**src/pkg/lpmrc_pkg.sv**
```systemverilog
// package: constants and carrier types for the low-power mode and reset controller
package lpmrc_pkg;
    localparam int          CLK_MHZ         = 250;
    localparam int          RST_PULSE_NS    = 50;
    // fewest samples a minimum-width low pulse is sure to get
    localparam int          RST_PULSE_CYC   = (RST_PULSE_NS * CLK_MHZ) / 1000;
    localparam int          RST_HOLD_CYC    = 16;
    localparam int          NUM_WAKE_SRC    = 6;
    localparam int          NUM_GPREG       = 4;
    localparam logic [31:0] BOOT_VECTOR     = 32'h0000_0000;
    localparam logic [31:0] GPREG_RESET     = 32'h0000_0000;
    localparam logic [1:0]  BOD_LVL_RESET   = 2'h0;

    typedef enum logic [4:0] {
        LPMRC_RUN   = 5'h01,
        LPMRC_SLEEP = 5'h02,
        LPMRC_DSLP  = 5'h04,
        LPMRC_PDN   = 5'h08,
        LPMRC_DPD   = 5'h10
    } lpmrc_state_type;

    typedef enum logic [2:0] {
        LPMRC_REQ_NONE = 3'h0,
        LPMRC_REQ_SLP  = 3'h1,
        LPMRC_REQ_DSLP = 3'h2,
        LPMRC_REQ_PDN  = 3'h3,
        LPMRC_REQ_DPD  = 3'h4
    } lpmrc_req_type;

    // gating outputs, high means running or powered, except flash_standby, which is high in standby
    typedef struct packed {
        logic core_clk_en;
        logic periph_clk_en;
        logic clk_src_en;
        logic rc_osc_run;
        logic rc_osc_out_en;
        logic wdt_osc_run;
        logic analog_pwr;
        logic flash_standby;
        logic flash_pwr;
        logic logic_pwr;
        logic wake_timer_run;
    } lpmrc_gate_type;

    // order: pin interrupt, watchdog, usart sync slave, spi, i2c slave, brownout
    typedef struct packed {
        logic [NUM_WAKE_SRC-1:0] irq;
        logic [NUM_WAKE_SRC-1:0] system_config_block_en;
        logic [NUM_WAKE_SRC-1:0] ictl_en;
    } lpmrc_wake_type;

    localparam lpmrc_gate_type GATE_RUN = 11'h7f7;
endpackage

```
**src/hdl/lpmrc_ctrl.sv**
```systemverilog
// low-power mode sequencing and chip reset generation
module lpmrc_ctrl
    import lpmrc_pkg::*;
(
    // clock and reset
    input  wire logic           clk,
    input  wire logic           srst,
    // mode request from core
    input  wire lpmrc_req_type  mode_req,
    input  wire logic           dpd_lock,
    input  wire logic           wdt_osc_sel,
    input  wire logic           bod_keep_on,
    input  wire logic           wake_timer_en,
    // wake sources
    input  wire lpmrc_wake_type wake,
    input  wire logic           wake_timer_tmo,
    input  wire logic           wake_pin,
    // reset sources
    input  wire logic           reset_pin_n,
    input  wire logic           wdt_reset,
    input  wire logic           por,
    // brownout
    input  wire logic [3:0]     bod_below,
    input  wire logic [1:0]     bod_irq_lvl,
    input  wire logic [1:0]     bod_rst_lvl,
    input  wire logic           bod_rst_en,
    // retained registers, plus the gating outputs
    input  wire logic           gpreg_we,
    input  wire logic [1:0]     gpreg_idx,
    input  wire logic [31:0]    gpreg_wdata,
    output lpmrc_gate_type      gate,
    output logic [31:0]         gpreg_rdata,
    // status and reset outputs
    output lpmrc_state_type     mode_state,
    output logic                bod_irq,
    output logic                bod_status,
    output logic                chip_rst,
    output logic                flash_init,
    output logic [31:0]         fetch_addr,
    output logic [3:0]          rst_cause
);

    lpmrc_state_type st_r, st_nxt;
    logic [2:0]      pin_sync_r, wk_sync_r;
    logic [7:0]      low_cnt_r;
    logic [7:0]      hold_r;
    logic [31:0]     gpreg_r [NUM_GPREG];
    logic            pin_rst, bod_rst, any_rst, wake_irq;

    function automatic logic bod_pick(input logic [3:0] v, input logic [1:0] s);
        bod_pick = v[s];
    endfunction

    // pin inputs: three flops, change counts when last two agree
    always_ff @(posedge clk) begin
        pin_sync_r <= {pin_sync_r[1:0], reset_pin_n};
        wk_sync_r  <= {wk_sync_r[1:0], wake_pin};
    end

    // glitch on sync path is tolerated; a low lasting RST_PULSE_CYC counts
    always_ff @(posedge clk) begin
        if (srst) begin
            low_cnt_r <= 8'h00;
        end else if (pin_sync_r[2] | pin_sync_r[1]) begin
            low_cnt_r <= 8'h00;
        end else if (low_cnt_r != 8'hff) begin
            low_cnt_r <= low_cnt_r + 8'h01;
        end
    end
    // sync agreement and count latency eat two of the guaranteed samples
    assign pin_rst = (low_cnt_r >= 8'(RST_PULSE_CYC - 2)) & ~pin_sync_r[2] & ~pin_sync_r[1];

    assign bod_rst  = bod_rst_en & bod_pick(bod_below, bod_rst_lvl);
    assign any_rst  = srst | pin_rst | wdt_reset | por | bod_rst;
    assign wake_irq = |(wake.irq & wake.system_config_block_en & wake.ictl_en);

    // reset stretcher; hold keeps chip reset and flash init asserted
    always_ff @(posedge clk) begin
        if (any_rst) begin
            hold_r     <= 8'(RST_HOLD_CYC);
            chip_rst   <= 1'b1;
            flash_init <= 1'b1;
        end else if (hold_r != 8'h00) begin
            hold_r     <= hold_r - 8'h01;
            chip_rst   <= 1'b1;
            flash_init <= 1'b1;
        end else begin
            chip_rst   <= 1'b0;
            flash_init <= 1'b0;
        end
    end

    always_ff @(posedge clk) begin
        if (srst) begin
            rst_cause <= 4'h0;
        end else if (pin_rst | wdt_reset | por | bod_rst) begin
            rst_cause <= {bod_rst, por, wdt_reset, pin_rst};
        end
    end

    always_ff @(posedge clk) begin
        if (srst) begin
            fetch_addr <= BOOT_VECTOR;
        end else if (chip_rst) begin
            fetch_addr <= BOOT_VECTOR;
        end
    end

    // mode sequencer
    always_comb begin
        st_nxt = st_r;
        case (st_r)
            LPMRC_RUN: begin
                case (mode_req)
                    LPMRC_REQ_SLP:  st_nxt = LPMRC_SLEEP;
                    LPMRC_REQ_DSLP: st_nxt = LPMRC_DSLP;
                    LPMRC_REQ_PDN:  st_nxt = LPMRC_PDN;
                    LPMRC_REQ_DPD:  st_nxt = dpd_lock ? LPMRC_RUN : LPMRC_DPD;
                    default:        st_nxt = LPMRC_RUN;
                endcase
            end
            LPMRC_SLEEP: begin
                if (|wake.irq) begin
                    st_nxt = LPMRC_RUN;
                end
            end
            LPMRC_DSLP: begin
                if (wake_irq) begin
                    st_nxt = LPMRC_RUN;
                end
            end
            LPMRC_PDN: begin
                if (wake_irq) begin
                    st_nxt = LPMRC_RUN;
                end
            end
            LPMRC_DPD: begin
                // wake pin low after sync agreement, or self wake timer
                if ((~wk_sync_r[2] & ~wk_sync_r[1]) | (wake_timer_en & wake_timer_tmo)) begin
                    st_nxt = LPMRC_RUN;
                end
            end
            default: st_nxt = LPMRC_RUN;
        endcase
    end

    // resets leave every mode
    always_ff @(posedge clk) begin
        if (any_rst) begin
            st_r <= LPMRC_RUN;
        end else begin
            st_r <= st_nxt;
        end
    end
    assign mode_state = st_r;

    // gating is registered from the next state, so it changes with st_r
    always_ff @(posedge clk) begin
        // any reset cause forces run gating so rc restarts with the state
        if (any_rst) begin
            gate <= GATE_RUN;
        end else begin
            gate <= GATE_RUN;
            gate.rc_osc_run     <= 1'b1;
            gate.rc_osc_out_en  <= 1'b1;
            gate.wdt_osc_run    <= 1'b1;
            gate.wake_timer_run <= wake_timer_en;
            case (st_nxt)
                LPMRC_SLEEP: begin
                    gate.core_clk_en <= 1'b0;
                end
                LPMRC_DSLP: begin
                    gate.core_clk_en   <= 1'b0;
                    gate.periph_clk_en <= 1'b0;
                    gate.clk_src_en    <= 1'b0;
                    gate.rc_osc_out_en <= 1'b0;
                    gate.wdt_osc_run   <= wdt_osc_sel;
                    gate.analog_pwr    <= bod_keep_on;
                    gate.flash_standby <= 1'b1;
                end
                LPMRC_PDN: begin
                    gate.core_clk_en   <= 1'b0;
                    gate.periph_clk_en <= 1'b0;
                    gate.clk_src_en    <= 1'b0;
                    gate.rc_osc_run    <= 1'b0;
                    gate.rc_osc_out_en <= 1'b0;
                    gate.wdt_osc_run   <= wdt_osc_sel;
                    gate.analog_pwr    <= bod_keep_on;
                    gate.flash_pwr     <= 1'b0;
                end
                LPMRC_DPD: begin
                    gate <= '0;
                    gate.wake_timer_run <= wake_timer_en;
                end
                default: begin
                end
            endcase
        end
    end

    // retained registers: no reset so contents survive deep power-down
    always_ff @(posedge clk) begin
        if (gpreg_we && st_r == LPMRC_RUN) begin
            gpreg_r[gpreg_idx] <= gpreg_wdata;
        end
        gpreg_rdata <= gpreg_r[gpreg_idx];
    end

    // brownout interrupt and polled status
    always_ff @(posedge clk) begin
        if (srst) begin
            bod_irq    <= 1'b0;
            bod_status <= 1'b0;
        end else begin
            bod_irq    <= bod_pick(bod_below, bod_irq_lvl);
            bod_status <= bod_pick(bod_below, bod_irq_lvl);
        end
    end

    a_dpd_lock_holds: assert property (@(posedge clk) disable iff (srst)
        (st_r == LPMRC_RUN && mode_req == LPMRC_REQ_DPD && dpd_lock && !any_rst) |=> st_r == LPMRC_RUN)
        else $error("deep power-down entered while locked");
    a_sleep_core_off: assert property (@(posedge clk) disable iff (srst)
        (st_r == LPMRC_SLEEP && $past(st_r) == LPMRC_SLEEP) |-> !gate.core_clk_en && gate.periph_clk_en)
        else $error("sleep gating wrong");
    a_dslp_gating: assert property (@(posedge clk) disable iff (srst)
        (st_r == LPMRC_DSLP && $past(st_r) == LPMRC_DSLP) |-> !gate.periph_clk_en && gate.rc_osc_run
        && !gate.rc_osc_out_en)
        else $error("deep-sleep clock gating wrong");
    a_dslp_flash: assert property (@(posedge clk) disable iff (srst)
        (st_r == LPMRC_DSLP && $past(st_r) == LPMRC_DSLP) |-> gate.flash_standby && gate.flash_pwr)
        else $error("deep-sleep flash not standby");
    a_pdn_gating: assert property (@(posedge clk) disable iff (srst)
        (st_r == LPMRC_PDN && $past(st_r) == LPMRC_PDN) |-> !gate.rc_osc_run && !gate.flash_pwr)
        else $error("power-down gating wrong");
    a_wake_enables: assert property (@(posedge clk) disable iff (srst)
        (st_r == LPMRC_DSLP && !wake_irq && !any_rst) |=> st_r == LPMRC_DSLP)
        else $error("deep-sleep left without enabled wake");
    a_pdn_wake: assert property (@(posedge clk) disable iff (srst)
        (st_r == LPMRC_PDN && wake_irq) |=> st_r == LPMRC_RUN)
        else $error("power-down missed wake");
    a_dpd_power: assert property (@(posedge clk) disable iff (srst)
        (st_r == LPMRC_DPD && $past(st_r) == LPMRC_DPD) |-> !gate.logic_pwr && !gate.flash_pwr)
        else $error("deep power-down left logic powered");
    a_reset_hold: assert property (@(posedge clk)
        any_rst |=> chip_rst && flash_init ##1 chip_rst[*8])
        else $error("reset pulse too short");
    a_bod_reset: assert property (@(posedge clk) disable iff (srst)
        bod_rst |=> chip_rst && st_r == LPMRC_RUN)
        else $error("brownout did not reset");

endmodule // lpmrc_ctrl

```
**config.mk**
```make
export PLATFORM = sky130hd
export DESIGN_NAME = lpmrc_ctrl
export DESIGN_NICKNAME = d
export VERILOG_FILES = /design/src/pkg/lpmrc_pkg.sv /design/src/hdl/lpmrc_ctrl.sv
export SDC_FILE = /design/constraint.sdc
export NUM_CORES = 1
export LEC_CHECK = 0
export BUFFER_PORTS_ARGS = -buffer_cell sky130_fd_sc_hd__buf_4
export CAP_MARGIN = 20
export CORE_ASPECT_RATIO = 0.7
export CORE_MARGIN = 3
export CORE_UTILIZATION = 41
export CTS_BUF_LIST = sky130_fd_sc_hd__clkbuf_4
export DETAILED_ROUTE_END_ITERATION = 8
export GPL_TIMING_DRIVEN = 0
export PLACE_DENSITY = 0.73
export SKIP_LAST_GASP = 1
export SLEW_MARGIN = 40
export SYNTH_ARGS = -nofsm -noshare
export SYNTH_HDL_FRONTEND = slang
export SYNTH_SLANG_ARGS = --single-unit
export TNS_END_PERCENT = 10
```
**constraint.sdc**
```tcl
create_clock -name clk -period 3.8 [get_ports clk]
set_input_delay 0.57 -clock clk [delete_from_list [all_inputs] [get_ports clk]]
set_output_delay 0.57 -clock clk [all_outputs]
set_load 0.02 [all_outputs]
```
# Word-level counts from Yosys, hierarchy flattened
# Memories as Yosys holds them, arrays and structs flattened. A register that Yosys moved wholly into a read port is not among the register bits.
# Index checks and enable logic that the tools add are counted.
[totals] reg_bits=43 ramBits=128 in_bits=76 output_inout_bits=88 word_cells=87 n_memories=1
[mem_list] memory="gpreg_r" depth=4 width=32 read_ports=1 rd_ports_with_merged_regs=1 wr=1 line_no="lpmrc_ctrl.sv:47" rtl="logic [31:0] gpreg_r [NUM_GPREG];"
[op_classes] n_addsub=2 magnitude_cmp=3 eq_ne=14 n_mux=19 bitwise=20 reduce_logical=10
[op_table] cell="one-hot mux 5 bit (4 select lines)" n=2
[op_table] cell="two-way mux 5 bit" n=4
[op_table] cell="AND 6 bit" n=2
[op_table] cell="OR reduction 6 bit" n=2
[op_table] cell="== test 5 x 2 -> 1 bit, second input constant" n=2
[op_table] cell="== test 5 x 3 -> 1 bit, second input constant" n=2
[op_table] cell="== test 5 x 4 -> 1 bit, second input constant" n=2
[op_table] cell="== test 5 bit, second input constant" n=2
[op_table] cell="bitwise OR 1 bit" n=9
[op_table] cell="adder 8 x 1 -> 8 bit, second input constant" n=1
[op_table] cell=">= comparator 8 x 4 -> 1 bit, second input constant" n=1
[op_table] cell="two-way mux 1 bit" n=8
[op_table] cell="inequality test 8 bit, second input constant" n=1
[op_table] cell="nonzero test 8 bit" n=1
[op_table] cell="OR reduction 2 bit" n=4
[op_table] cell="subtractor 8 x 1 -> 8 bit, second input constant" n=1
[op_table] cell="== test 3 x 2 -> 1 bit, second input constant" n=2
[op_table] cell="< comparator 2 x 3 -> 1 bit, second input constant" n=2
[op_table] cell="one-hot mux 3 bit (2 select lines)" n=1
[op_table] cell="AND 1 bit" n=5
[op_table] cell="== test 5 x 1 -> 1 bit, second input constant" n=1
[op_table] cell="binary-select mux 1 bit (select 2 bit)" n=2
[op_table] cell="two-way mux 2 bit" n=2
[op_table] cell="inverter 1 bit" n=4
[op_table] cell="5 further kinds" n=5

# Depth between registers and ports, before layout
# Gate-level depths: netlist (run 1).
[logic_depth] ltp_word=8 depth_mapped=8 mapped_depth_nobuf=7

# Least setup slack after synthesis (run 1)
# No wires, ideal clock.
[synth_timing] kind="input to register" startpoint="input port gpreg_idx[1]" endpoint="memory gpreg_r[2][0] (enable)" setup_ns=0.468 t_arrival_ns=3.608 t_required_ns=3.332 path_slack_ns=-0.276 path_stages=3 n_path_buf=2 cell_sequence="clkbuf_1 clkbuf_1 nor3b_1"
[synth_rtl] item="start: declaration" line_no="lpmrc_ctrl.sv:29" rtl="input wire logic [1:0] gpreg_idx,"
[synth_rtl] item="end: declaration" line_no="lpmrc_ctrl.sv:47"
# No word-level cell before the write port.

# Final worst setup path (run 1)
[layout_timing] startpoint="register st_r[3], in the netlist mode_state[3]" endpoint="memory gpreg_r[1][11] (enable)"
[layout_between] elab_chain_len=4
[layout_rtl] item="start: declaration" line_no="lpmrc_ctrl.sv:43" rtl="lpmrc_state_type st_r, st_nxt;"
[layout_rtl] item="start signal: assignment" line_no="lpmrc_ctrl.sv:152" rtl="st_r <= st_nxt;"
[layout_rtl] item="== test 5 x 1 -> 1 bit" line_no="lpmrc_ctrl.sv:203" rtl="if (gpreg_we && st_r == LPMRC_RUN) begin"
[layout_rtl] item="logical AND 1 bit" line_no="lpmrc_ctrl.sv:203"
[layout_rtl] item="two-way mux 1 bit" line_no="lpmrc_ctrl.sv:203"
[layout_rtl] item="two-way mux 1 bit (implied by the code)" line_no="lpmrc_ctrl.sv:204" rtl="gpreg_r[gpreg_idx] <= gpreg_wdata;"
# No other way between the ends.

==> impl_metrics.prom, run 1 <==
# TYPE chip_impl_metric gauge
chip_impl_metric{name="postSynthRegisterBits",unit=""} 202
chip_impl_metric{name="num_rows",unit=""} 40
chip_impl_info{name="criticalPathCategory",value="reg2reg"} 1
chip_impl_metric{name="core_region_area",unit="um^2"} 17300
chip_impl_info{name="synth_area_leader_cell",value="sky130_fd_sc_hd__edfxtp_1"} 1
chip_impl_metric{name="drv.max_cap_violation_count",unit=""} 0
chip_impl_metric{name="layoutNonFillerInstCount",unit=""} 930
chip_impl_metric{name="comb_power_share",unit="%"} 8.6
chip_impl_info{name="rsz0062_at_grt",value="no"} 1
chip_impl_metric{name="synth-edff-count",unit=""} 128
chip_impl_metric{name="final_core_util",unit="%"} 54.4
chip_impl_metric{name="syn-instance-count",unit=""} 437
chip_impl_info{name="outcome",value="finished, final reports clean"} 1
chip_impl_metric{name="drtAntennaViolNets",unit=""} 0
chip_impl_metric{name="pin_count_of_the_biggest_net_entering_global_routing",unit=""} 33
chip_impl_metric{name="dieWidth",unit="um"} 166
chip_impl_metric{name="maxClockFrequency",unit="MHz"} 401
chip_impl_metric{name="post_drt_wl_per_cell",unit="um"} 15.7
chip_impl_metric{name="via_count_of_the_first_global_routing_pass",unit=""} 4625
chip_impl_metric{name="drtIter0Drc",unit=""} 222
chip_impl_metric{name="setup_viol",unit=""} 0
chip_impl_metric{name="synth_sequential_area_ratio",unit="%"} 72.8
chip_impl_metric{name="seq_power_share",unit="%"} 54.0
chip_impl_info{name="top_flip_flop_cell_by_instance_count_after_synthesis",value="sky130_fd_sc_hd__edfxtp_1"} 1
chip_impl_metric{name="numCtsBuffers",unit=""} 48
chip_impl_metric{name="die_area",unit="um^2"} 19500
chip_impl_info{name="most_frequent_cells_after_synthesis",value="sky130_fd_sc_hd__edfxtp_1, sky130_fd_sc_hd__dfxtp_1, sky130_fd_sc_hd__buf_4, sky130_fd_sc_hd__mux4_2, sky130_fd_sc_hd__nor2_1"} 1
chip_impl_metric{name="drive_gt1_share",unit="%"} 44.7
chip_impl_metric{name="cts.hold.buffers_added",unit=""} 0
chip_impl_metric{name="detailed_place_hpwl",unit="um"} 10100
chip_impl_metric{name="ios",unit=""} 164
chip_impl_metric{name="clk_transition_reported_paths",unit="ps"} 60
chip_impl_metric{name="syn_to_final_growth",unit="%"} 28.8
chip_impl_metric{name="synth_async_sr_flop_share",unit="%"} 0
chip_impl_metric{name="maxSlewHeadroom",unit="%"} 52.3
chip_impl_metric{name="initial_antenna_violation_count",unit=""} 1
chip_impl_metric{name="switchingPower",unit="W"} 0.00103
chip_impl_metric{name="num_vias",unit=""} 4352
chip_impl_metric{name="n_fill_cell",unit=""} 1444
chip_impl_metric{name="power.static_leakage",unit="nW"} 3.70
chip_impl_metric{name="timing.critical_path.fanout_max",unit=""} 7
chip_impl_metric{name="finalHoldViolCount",unit=""} 0
chip_impl_metric{name="cts_sinks",unit=""} 202
chip_impl_metric{name="design_internal_power",unit="W"} 0.00350
chip_impl_metric{name="ys_types",unit=""} 46
chip_impl_metric{name="worst_skew",unit="ps"} 23.7
chip_impl_metric{name="power_density",unit="nW/um^2"} 480
chip_impl_metric{name="post_cts.resized_instances",unit=""} 0
chip_impl_metric{name="drc_errors",unit=""} 0
chip_impl_metric{name="vdd_ir_drop_max",unit="mV"} 0.279
chip_impl_metric{name="placed_cell_area",unit="um^2"} 8810
chip_impl_metric{name="timing.final.max_slew_violations",unit=""} 0
chip_impl_metric{name="wire_length_of_the_first_global_routing_pass",unit="um"} 23400
chip_impl_metric{name="cts.path.max_buffers",unit=""} 3
chip_impl_metric{name="postSynthAreaPerCell",unit="um^2"} 16.7
chip_impl_metric{name="htreeDepth",unit=""} 2
chip_impl_metric{name="switching_share",unit="%"} 22.7
chip_impl_metric{name="design_area",unit="um^2"} 9430
chip_impl_metric{name="worst_slew_pin_tran",unit="ps"} 715
chip_impl_metric{name="postCtsSetupBuffers",unit=""} 0
chip_impl_info{name="clock_tree.root_cell",value="sky130_fd_sc_hd__clkbuf_4"} 1
chip_impl_info{name="yosysMostFrequentCell",value="sky130_fd_sc_hd__edfxtp_1"} 1
chip_impl_metric{name="routed_via_density",unit=""} 4.68
chip_impl_info{name="synth_top_cells_by_area",value="sky130_fd_sc_hd__edfxtp_1, sky130_fd_sc_hd__dfxtp_1, sky130_fd_sc_hd__mux4_2, sky130_fd_sc_hd__buf_4, sky130_fd_sc_hd__nor2_1"} 1
chip_impl_info{name="worstHoldPathType",value="in2reg"} 1
chip_impl_metric{name="initial_utilization",unit="%"} 42.3
chip_impl_metric{name="gp_congestion",unit=""} 0.848
chip_impl_metric{name="clkPwrFrac",unit="%"} 37.4
chip_impl_metric{name="cp_data_arrival_time",unit="ps"} 2780
chip_impl_metric{name="worst_ep_required",unit="ps"} 4080
chip_impl_info{name="launching_element_type_of_the_critical_path",value="flip-flop"} 1
chip_impl_metric{name="synth_area",unit="um^2"} 7320
chip_impl_metric{name="count_of_port_buffers_added_during_placement",unit=""} 129
chip_impl_metric{name="final.period_utilization",unit="%"} 65.7
chip_impl_metric{name="totalWireLength",unit="um"} 14600
chip_impl_metric{name="die-height",unit="um"} 118
chip_impl_metric{name="clock_insertion_delay_worst_skew",unit="ps"} 580
chip_impl_info{name="worst_setup_path_end_kind",value="flip-flop"} 1
chip_impl_info{name="cts_tree",value="done"} 1
chip_impl_metric{name="yosys_warnings",unit=""} 0
chip_impl_metric{name="finish.net_count",unit=""} 739
chip_impl_metric{name="min_period",unit="ps"} 2500
chip_impl_metric{name="router_iterations_before_antenna_repair",unit=""} 5
chip_impl_metric{name="placed_cells",unit=""} 841
chip_impl_metric{name="gr_usage_total",unit="%"} 14.7
chip_impl_metric{name="gr-total-overflow",unit=""} 0
chip_impl_metric{name="synth_top_area_share",unit="%"} 52.5
## metal layers
layer | up-vias | wire length [um] | global-route usage [%]
met2 | 137 | 7130 | 24.6
met3 | 19 | 1080 | 4.87
met1 | 2113 | 6200 | 18.4
li1 | 2083 | - | -
met5 | - | 0 | 0
met4 | 0 | 187 | 4.47
## placed cells by master, fill, tap and decap left out, drive strengths merged, types with 8 or more instances in the layout
cell	Yosys	final
a21oi	13	13
nand4	8	8
clkbuf	5	79
dfxtp	74	74
clkinv	0	12
nor2	24	24
mux4	34	34
nor3	11	11
inv	8	10
buf	41	183
o21ai	9	9
nand2	16	16
edfxtp	128	128
conb	1	32
## logic make-up (layout without fill, tap and decap cells)
logic type,after synthesis,after routing,synth area share [%]
and+or+nand+nor,98,98,7.32
DFF,202,202,72.8
adders and majority gates,3,3,0.513
muxes,36,36,10.7
AOI/OAI and AO/OA,34,34,2.74
buffers and inverters,54,284,4.79
xor gates and xnor gates,9,9,1.08
other,1,33,0.0513
## through the flow
step	TNS [ps]	hold slack, ps	total power (W)	setup WS [ps]
2_1_floorplan	-5460	310	0.00271	-171
3_3_place_gp	-141300	312	0.00286	-2120
3_5_place_dp	0	314	0.00289	902
4_1_cts	0	27.5	0.00460	1270
5_1_grt	0	24.4	0.00477	1170
6_report	0	103	0.00453	1300
## worst max-delay path, cell delays in order (launching register included)
cell	delay (ps)
sky130_fd_sc_hd__dfxtp_1	380
sky130_fd_sc_hd__or3_4	440
sky130_fd_sc_hd__nor2_1	200
sky130_fd_sc_hd__nand2_1	180
sky130_fd_sc_hd__nor3b_2	410
sky130_fd_sc_hd__buf_4	240
sky130_fd_sc_hd__buf_4	180
sky130_fd_sc_hd__buf_4	180
## power by group through the flow
stage | combinational, W | sequential, W | clock, W
floorplan | 0.000176 | 0.00253 | 0
global placement | 0.000371 | 0.00249 | 0
detailed placement | 0.000393 | 0.00249 | 0
CTS | 0.000395 | 0.00244 | 0.00176
global route | 0.000421 | 0.00245 | 0.00189
finish | 0.000391 | 0.00244 | 0.00169
## cell type report
cell class	instances	area [um^2]	share of cell area [%]
Antenna cell	1	2.50	0.0265
Buffer	46	320	3.40
Clock buffer	74	556	5.89
Clock inverter	14	56.3	0.597
Inverter	8	30.0	0.319
Multi-Input combinational cell	212	1780	18.9
Sequential cell	202	5330	56.5
Tap cell	231	289	3.07
Timing Repair Buffer	142	1060	11.3
## flip-flops by register name, indices dropped and copies added, names as in the netlist
register	cells
bod_status	1
rst_cause	4
gpreg_rdata	32
gate	9
flash_init	1
low_cnt_r	8
wk_sync_r	3
pin_sync_r	3
gpreg_r	128
hold_r	8
mode_state	5
## path summary, 6_finish.rpt
| check | start | end | slack (ps) | depth (start not counted) |
|---|---|---|---|---|
| setup / recovery | mode_state[3]$_SDFF_PP0_ | gpreg_r[1][11]$_DFFE_PP_ | 1300 | 7 |
| hold / removal | wake_pin | wk_sync_r[0]$_DFF_P_ | 100 | 1 |
| setup reg to reg | mode_state[3]$_SDFF_PP0_ | gpreg_r[1][11]$_DFFE_PP_ | 1300 | 7 |
| hold reg to reg | wk_sync_r[0]$_DFF_P_ | wk_sync_r[1]$_DFF_P_ | 330 | 0 |
Note: power is estimated with default switching activity, not from simulation.
==> run 2: changes to the inputs <==
==> constraint.sdc (replaced) <==
create_clock -name clk -period 2.19 [get_ports clk]
set_input_delay 0.3285 -clock clk [delete_from_list [all_inputs] [get_ports clk]]
set_output_delay 0.3285 -clock clk [all_outputs]
set_load 0.02 [all_outputs]
==> impl_metrics.prom, run 2 (synthesis gave the netlist of run 1 again) <==
# TYPE chip_impl_metric gauge
chip_impl_info{name="outcome",value="finished, final reports clean"} 1
chip_impl_metric{name="largest_register_ffs",unit=""} 128
chip_impl_metric{name="die-height",unit="um"} 118
chip_impl_metric{name="post_cts.resized_instances",unit=""} 0
chip_impl_metric{name="maxSlewHeadroom",unit="%"} 52.6
chip_impl_info{name="cell_with_the_largest_stage_delay_on_the_worst_path",value="sky130_fd_sc_hd__or3_4"} 1
chip_impl_info{name="rsz0062_at_grt",value="yes"} 1
chip_impl_metric{name="htreeDepth",unit=""} 2
chip_impl_info{name="worst_path_dominant_cell_family",value="simple AND/OR/NAND/NOR gates"} 1
chip_impl_metric{name="worst_slew_pin_tran",unit="ps"} 711
chip_impl_info{name="reg2reg_from",value="mode_state[1]$_SDFF_PP0_"} 1
chip_impl_metric{name="post_drt_wl_per_cell",unit="um"} 15.5
chip_impl_info{name="worst_setup_path_end_kind",value="flip-flop"} 1
chip_impl_metric{name="count_of_port_buffers_added_during_placement",unit=""} 129
chip_impl_metric{name="gr-total-overflow",unit=""} 0
chip_impl_metric{name="syn_to_final_growth",unit="%"} 35.8
chip_impl_metric{name="switchingPower",unit="W"} 0.00180
chip_impl_metric{name="gr_usage_total",unit="%"} 15.3
chip_impl_info{name="worstHoldEndpoint",value="mode_state[1]$_SDFF_PP0_"} 1
chip_impl_metric{name="pre_cts_slack",unit="ps"} -360
chip_impl_metric{name="gp_congestion",unit=""} 0.827
chip_impl_metric{name="maxClockFrequency",unit="MHz"} 468
chip_impl_metric{name="drive_gt1_share",unit="%"} 43.4
chip_impl_metric{name="vdd_ir_drop_max",unit="mV"} 0.562
chip_impl_metric{name="drv.max_cap_violation_count",unit=""} 0
chip_impl_metric{name="regArea",unit="um^2"} 5330
chip_impl_info{name="reg_top3",value="gpreg_r x128, gpreg_rdata x32, gate x9"} 1
chip_impl_metric{name="clock_insertion_delay_worst_skew",unit="ps"} 580
chip_impl_info{name="max_flop_register",value="gpreg_r"} 1
chip_impl_metric{name="die_area",unit="um^2"} 19500
chip_impl_metric{name="timing.final.max_slew_violations",unit=""} 0
chip_impl_metric{name="finish.net_count",unit=""} 784
chip_impl_metric{name="switching_share",unit="%"} 22.3
chip_impl_metric{name="final.period_utilization",unit="%"} 97.5
chip_impl_metric{name="setup_viol",unit=""} 0
chip_impl_metric{name="worst_skew",unit="ps"} 38.4
chip_impl_metric{name="cp.buffers_inverters",unit=""} 2
chip_impl_metric{name="via_count_of_the_first_global_routing_pass",unit=""} 4656
chip_impl_metric{name="postLayoutSetupSlackWorst",unit="ps"} 54.5
chip_impl_metric{name="initial_utilization",unit="%"} 42.3
chip_impl_info{name="criticalPathCategory",value="reg2reg"} 1
chip_impl_info{name="clock_tree.root_cell",value="sky130_fd_sc_hd__clkbuf_4"} 1
chip_impl_metric{name="dieWidth",unit="um"} 166
chip_impl_metric{name="finalHoldViolCount",unit=""} 0
chip_impl_metric{name="totalWireLength",unit="um"} 15100
chip_impl_metric{name="detailed_place_hpwl",unit="um"} 10200
chip_impl_metric{name="initial_antenna_violation_count",unit=""} 1
chip_impl_metric{name="ios",unit=""} 164
chip_impl_info{name="layout_commonest_cell",value="sky130_fd_sc_hd__buf_4"} 1
chip_impl_metric{name="hold-path-cell-count",unit=""} 3
chip_impl_metric{name="num_vias",unit=""} 4571
chip_impl_metric{name="drtIter0Drc",unit=""} 236
chip_impl_info{name="crit_path_cell_trace",value="or3_4, nor2_4, nand2_4, nor3b_4, buf_4, buf_6"} 1
chip_impl_metric{name="clkPwrFrac",unit="%"} 38.2
chip_impl_metric{name="multi_input_comb_area",unit="um^2"} 1810
chip_impl_metric{name="slowest_delay",unit="ps"} 430
chip_impl_metric{name="wire_length_of_the_first_global_routing_pass",unit="um"} 24000
chip_impl_metric{name="drc_errors",unit=""} 0
chip_impl_info{name="worstHoldPathType",value="in2reg"} 1
chip_impl_metric{name="numCtsBuffers",unit=""} 49
chip_impl_metric{name="core_region_area",unit="um^2"} 17300
chip_impl_metric{name="timing.critical_path.fanout_max",unit=""} 10
chip_impl_info{name="worstHoldStart",value="mode_req[1]"} 1
chip_impl_metric{name="num_rows",unit=""} 40
chip_impl_metric{name="power_density",unit="nW/um^2"} 812
chip_impl_metric{name="comb_power_share",unit="%"} 9.3
chip_impl_metric{name="cts.path.max_buffers",unit=""} 3
chip_impl_metric{name="clk_transition_reported_paths",unit="ps"} 70
chip_impl_metric{name="worstRegToRegCells",unit=""} 6
chip_impl_info{name="layout.cells.most_common_list",value="sky130_fd_sc_hd__buf_4, sky130_fd_sc_hd__edfxtp_1, sky130_fd_sc_hd__clkbuf_4"} 1
chip_impl_metric{name="reg2reg_slack",unit="ps"} 50
chip_impl_metric{name="worst_ep_required",unit="ps"} 2460
chip_impl_metric{name="router_iterations_before_antenna_repair",unit=""} 4
chip_impl_metric{name="seq_power_share",unit="%"} 52.5
chip_impl_metric{name="holdWs",unit="ps"} 101
chip_impl_metric{name="n_fill_cell",unit=""} 1395
chip_impl_metric{name="drtAntennaViolNets",unit=""} 0
chip_impl_info{name="launching_element_type_of_the_critical_path",value="flip-flop"} 1
chip_impl_info{name="cts_tree",value="done"} 1
chip_impl_info{name="rr_endpoint",value="gpreg_r[2][1]$_DFFE_PP_"} 1
chip_impl_metric{name="cp_data_arrival_time",unit="ps"} 2410
chip_impl_metric{name="power.static_leakage",unit="nW"} 3.92
chip_impl_metric{name="cts_sinks",unit=""} 202
chip_impl_metric{name="min_period",unit="ps"} 2140
chip_impl_metric{name="pin_count_of_the_biggest_net_entering_global_routing",unit=""} 33
chip_impl_metric{name="routed_via_density",unit=""} 4.69
chip_impl_metric{name="design_internal_power",unit="W"} 0.00627
[run 2: power groups by stage]
stage                     clock network [W]  registers [W]  logic [W]
after floorplan                           0        0.00439   0.000314
after global placement                    0        0.00432   0.000652
after detailed placement                  0        0.00433   0.000685
after CTS                           0.00320        0.00424   0.000751
after global routing                0.00344        0.00425   0.000809
final                               0.00308        0.00424   0.000751
[run 2: worst reg2reg max path: cells and delay by family, from the launching register on]
kind                   cells  cell delay [ps]
buffers and inverters      2              450
flip-flops                 1              370
AND/OR/NAND/NOR            4             1000
[run 2: layout make-up]
| type | count | area share [%] |
|---|---|---|
| clock inverters | 12 | 0.743 |
| diodes | 1 | 0.0252 |
| well taps | 231 | 2.91 |
| flip-flops and latches | 202 | 53.6 |
| plain buffers | 46 | 3.24 |
| multi-input cells | 212 | 18.2 |
| inverters | 8 | 0.302 |
| repair buffers | 186 | 15.2 |
| clock buffers | 76 | 5.74 |
[run 2: what timing repair did]
| item | CTS | global route |
|---|---|---|
| hold buffers | 40 | 0 |
| cloned | 0 | 0 |
| endpoints found under the setup margin | 49 | 25 |
| buffers inserted | 3 | 5 |
| endpoints found under the hold margin | 137 | 0 |
| pin swaps | 1 | 1 |
[run 2: per-layer routing]
| metal | wire, um | vias to the layer above | GRT usage [%] |
|---|---|---|---|
| li1 | - | 2184 | - |
| met1 | 6280 | 2197 | 19.4 |
| met2 | 7550 | 157 | 25.6 |
| met3 | 950 | 33 | 4.26 |
| met4 | 299 | 0 | 4.94 |
| met5 | 0 | - | 0 |
[run 2: worst max-delay path by stage]
stage,startpoint,slack [ps],depth (start not counted),endpoint
5_1_grt,mode_state[1]$_SDFF_PP0_,-60,6,gpreg_r[2][1]$_DFFE_PP_
3_3_place_gp,gpreg_idx[1],-990,3,gpreg_r[2][1]$_DFFE_PP_
4_1_cts,mode_state[1]$_SDFF_PP0_,-210,6,gpreg_r[2][1]$_DFFE_PP_
2_1_floorplan,mode_state[1]$_SDFF_PP0_,-100,4,gpreg_r[2][0]$_DFFE_PP_
6_report,mode_state[1]$_SDFF_PP0_,50,6,gpreg_r[2][1]$_DFFE_PP_
3_5_place_dp,gpreg_idx[1],-360,5,gpreg_r[2][11]$_DFFE_PP_
[run 2: per-stage QoR]
step | utilization, % | cell area, um^2 | TNS (ps) | std cells | power, W
final | 57.4 | 9940 | 0 | 974 | 0.00807
after global routing | 57.4 | 9940 | -759 | 974 | 0.00850
after CTS | 57.2 | 9900 | -2270 | 968 | 0.00819
after detailed placement | 51.0 | 8830 | -10790 | 837 | 0.00501
after global placement | 50.5 | 8750 | -108020 | 828 | 0.00497
after floorplan | - | 7490 | -7410 | 468 | 0.00470
==> run 3: changes to the inputs <==
--- a/config.mk
+++ b/config.mk
@@ -8,7 +8,7 @@
 export BUFFER_PORTS_ARGS = -buffer_cell sky130_fd_sc_hd__buf_4
 export CAP_MARGIN = 20
 export CORE_ASPECT_RATIO = 0.7
-export CORE_MARGIN = 3
+export CORE_MARGIN = 2
 export CORE_UTILIZATION = 41
 export CTS_BUF_LIST = sky130_fd_sc_hd__clkbuf_4
 export DETAILED_ROUTE_END_ITERATION = 8
==> impl_metrics.prom, run 3 (synthesis gave the netlist of run 1 again) <==
# TYPE chip_impl_metric gauge
chip_impl_info{name="outcome",value="finished, final reports clean"} 1
chip_impl_metric{name="numCtsBuffers",unit=""} 48
chip_impl_metric{name="vdd_ir_drop_max",unit="mV"} 0.380
chip_impl_metric{name="design_internal_power",unit="W"} 0.00640
chip_impl_metric{name="worst_ep_required",unit="ps"} 2480
chip_impl_metric{name="switching_share",unit="%"} 22.2
chip_impl_info{name="layout_commonest_cell",value="sky130_fd_sc_hd__buf_4"} 1
chip_impl_info{name="worstHoldPathType",value="in2reg"} 1
chip_impl_metric{name="gr_usage_total",unit="%"} 15.9
chip_impl_metric{name="drc_errors",unit=""} 0
chip_impl_metric{name="maxSlewHeadroom",unit="%"} 55.6
chip_impl_metric{name="htreeDepth",unit=""} 2
chip_impl_metric{name="routed_via_density",unit=""} 4.65
chip_impl_info{name="layout.cells.most_common_list",value="sky130_fd_sc_hd__buf_4, sky130_fd_sc_hd__edfxtp_1, sky130_fd_sc_hd__clkbuf_4"} 1
chip_impl_metric{name="maxClockFrequency",unit="MHz"} 470
chip_impl_metric{name="finalPower",unit="W"} 0.00822
chip_impl_info{name="cell_with_the_largest_stage_delay_on_the_worst_path",value="sky130_fd_sc_hd__nor3_4"} 1
chip_impl_metric{name="timing.critical_path.fanout_max",unit=""} 10
chip_impl_metric{name="num_vias",unit=""} 4541
chip_impl_info{name="reg_top3",value="gpreg_r x128, gpreg_rdata x32, gate x9"} 1
chip_impl_metric{name="setup_viol",unit=""} 0
chip_impl_metric{name="finalSetupTns",unit="ps"} 0
chip_impl_info{name="worst_setup_path_end_kind",value="flip-flop"} 1
chip_impl_info{name="crit_path_cell_trace",value="or3_4, nor2_4, nand2_4, nor3_4, buf_6"} 1
chip_impl_metric{name="power.static_leakage",unit="nW"} 3.94
chip_impl_metric{name="detailed_place_hpwl",unit="um"} 10000
chip_impl_metric{name="totalWireLength",unit="um"} 15000
chip_impl_info{name="launching_element_type_of_the_critical_path",value="flip-flop"} 1
chip_impl_metric{name="initial_antenna_violation_count",unit=""} 1
chip_impl_info{name="clock_tree.root_cell",value="sky130_fd_sc_hd__clkbuf_4"} 1
chip_impl_metric{name="router_iterations_before_antenna_repair",unit=""} 7
chip_impl_info{name="max_flop_register",value="gpreg_r"} 1
chip_impl_metric{name="drive_gt1_share",unit="%"} 43.3
chip_impl_metric{name="cts.path.max_buffers",unit=""} 3
chip_impl_metric{name="pin_count_of_the_biggest_net_entering_global_routing",unit=""} 22
chip_impl_metric{name="seq_power_share",unit="%"} 51.6
chip_impl_metric{name="syn_to_final_growth",unit="%"} 36.5
chip_impl_metric{name="min_period",unit="ps"} 2130
chip_impl_metric{name="clkPwrFrac",unit="%"} 39.2
chip_impl_metric{name="final.period_utilization",unit="%"} 97.1
chip_impl_metric{name="slowest_delay",unit="ps"} 500
chip_impl_info{name="cts_tree",value="done"} 1
chip_impl_metric{name="post_drt_wl_per_cell",unit="um"} 15.4
chip_impl_metric{name="drv.max_cap_violation_count",unit=""} 0
chip_impl_metric{name="core_region_area",unit="um^2"} 17300
chip_impl_metric{name="power_density",unit="nW/um^2"} 823
chip_impl_metric{name="gp_congestion",unit=""} 0.863
chip_impl_metric{name="worst_skew",unit="ps"} 25.2
chip_impl_metric{name="die-height",unit="um"} 116
chip_impl_metric{name="cp_data_arrival_time",unit="ps"} 2410
chip_impl_metric{name="num_rows",unit=""} 40
chip_impl_metric{name="n_fill_cell",unit=""} 1386
chip_impl_metric{name="drtIter0Drc",unit=""} 280
chip_impl_metric{name="worst_slew_pin_tran",unit="ps"} 667
chip_impl_metric{name="switchingPower",unit="W"} 0.00182
chip_impl_metric{name="multi_input_comb_area",unit="um^2"} 1810
chip_impl_metric{name="via_count_of_the_first_global_routing_pass",unit=""} 4648
chip_impl_metric{name="gr-total-overflow",unit=""} 0
chip_impl_metric{name="regArea",unit="um^2"} 5330
chip_impl_metric{name="timing.final.max_slew_violations",unit=""} 0
chip_impl_metric{name="finalHoldViolCount",unit=""} 0
chip_impl_metric{name="finish.net_count",unit=""} 783
chip_impl_metric{name="clock_insertion_delay_worst_skew",unit="ps"} 600
chip_impl_metric{name="count_of_port_buffers_added_during_placement",unit=""} 129
chip_impl_metric{name="post_cts.resized_instances",unit=""} 0
chip_impl_metric{name="wire_length_of_the_first_global_routing_pass",unit="um"} 23100
chip_impl_metric{name="ios",unit=""} 164
chip_impl_metric{name="clk_transition_reported_paths",unit="ps"} 70
chip_impl_info{name="criticalPathCategory",value="reg2reg"} 1
chip_impl_metric{name="comb_power_share",unit="%"} 9.2
chip_impl_metric{name="drtAntennaViolNets",unit=""} 0
chip_impl_metric{name="initial_utilization",unit="%"} 42.3
chip_impl_metric{name="largest_register_ffs",unit=""} 128
chip_impl_metric{name="dieWidth",unit="um"} 164
chip_impl_metric{name="cts_sinks",unit=""} 202
chip_impl_metric{name="die_area",unit="um^2"} 18900
chip_impl_info{name="rsz0062_at_grt",value="yes"} 1
[run 3: cell types whose count changed in the layout (fill, tap and decap cells not counted)]
cell	change
sky130_fd_sc_hd__bufinv_16	+1
sky130_fd_sc_hd__clkinv_1	+1
sky130_fd_sc_hd__dlygate4sd3_1	+1
sky130_fd_sc_hd__buf_6	-1
sky130_fd_sc_hd__buf_12	+1
sky130_fd_sc_hd__buf_4	-1
[run 3: final cells by class]
cell class	instances	share of cell area, %
clock buffers	76	5.71
diodes	1	0.0251
repair buffers	186	15.3
clock inverters	14	1.08
plain buffers	46	3.22
well taps	231	2.89
flip-flops and latches	202	53.4
inverters	8	0.301
multi-input cells	212	18.1
[run 3: final timing paths]
kind | from | end | slack, ps | depth (start not counted)
setup reg to reg | mode_state[1]$_SDFF_PP0_ | gpreg_r[0][21]$_DFFE_PP_ | 60 | 5
hold / removal | wake[17] | mode_state[1]$_SDFF_PP0_ | 60 | 4
hold reg to reg | pin_sync_r[0]$_DFF_P_ | pin_sync_r[1]$_DFF_P_ | 330 | 0
setup / recovery | mode_state[1]$_SDFF_PP0_ | gpreg_r[0][21]$_DFFE_PP_ | 60 | 5
[run 3: per-stage QoR]
stage	cell area [um^2]	hold slack, ps	worst slack [ps]	std cells	utilization (%)
2_1_floorplan	7490	310	-104	468	-
6_report	9980	65.0	63.9	976	57.7
3_3_place_gp	8750	312	-1280	828	50.5
4_1_cts	9960	4.27	-15.3	972	57.5
3_5_place_dp	8850	313	-357	838	51.1
5_1_grt	9980	31.7	-23.4	976	57.7
[run 3: power by group through the flow]
stage               logic, W  clock network, W  registers (W)
finish              0.000756           0.00323        0.00424
detailed placement  0.000689                 0        0.00433
CTS                 0.000754           0.00334        0.00424
global route        0.000812           0.00354        0.00425
global placement    0.000658                 0        0.00432
floorplan           0.000314                 0        0.00439
[run 3: per-layer routing]
metal | wire (um) | global-route usage [%]
met2 | 7510 | 27.4
met5 | 0 | 0
met3 | 855 | 4.33
met1 | 6330 | 19.0
met4 | 286 | 6.61
[run 3: what timing repair did]
item / in CTS / in global routing
cloned: 0 / 0
pin swaps: 1 / 1
hold endpoints to repair: 137 / 0
endpoints found under the setup margin: 13 / 41
hold buffers: 41 / 0
setup buffers: 3 / 3
[run 3: critical path, delay by kind of cell (launching register included)]
family,cells,cell delay (ps)
buffers and inverters,1,260
and+or+nand+nor,4,1190
DFF,1,370
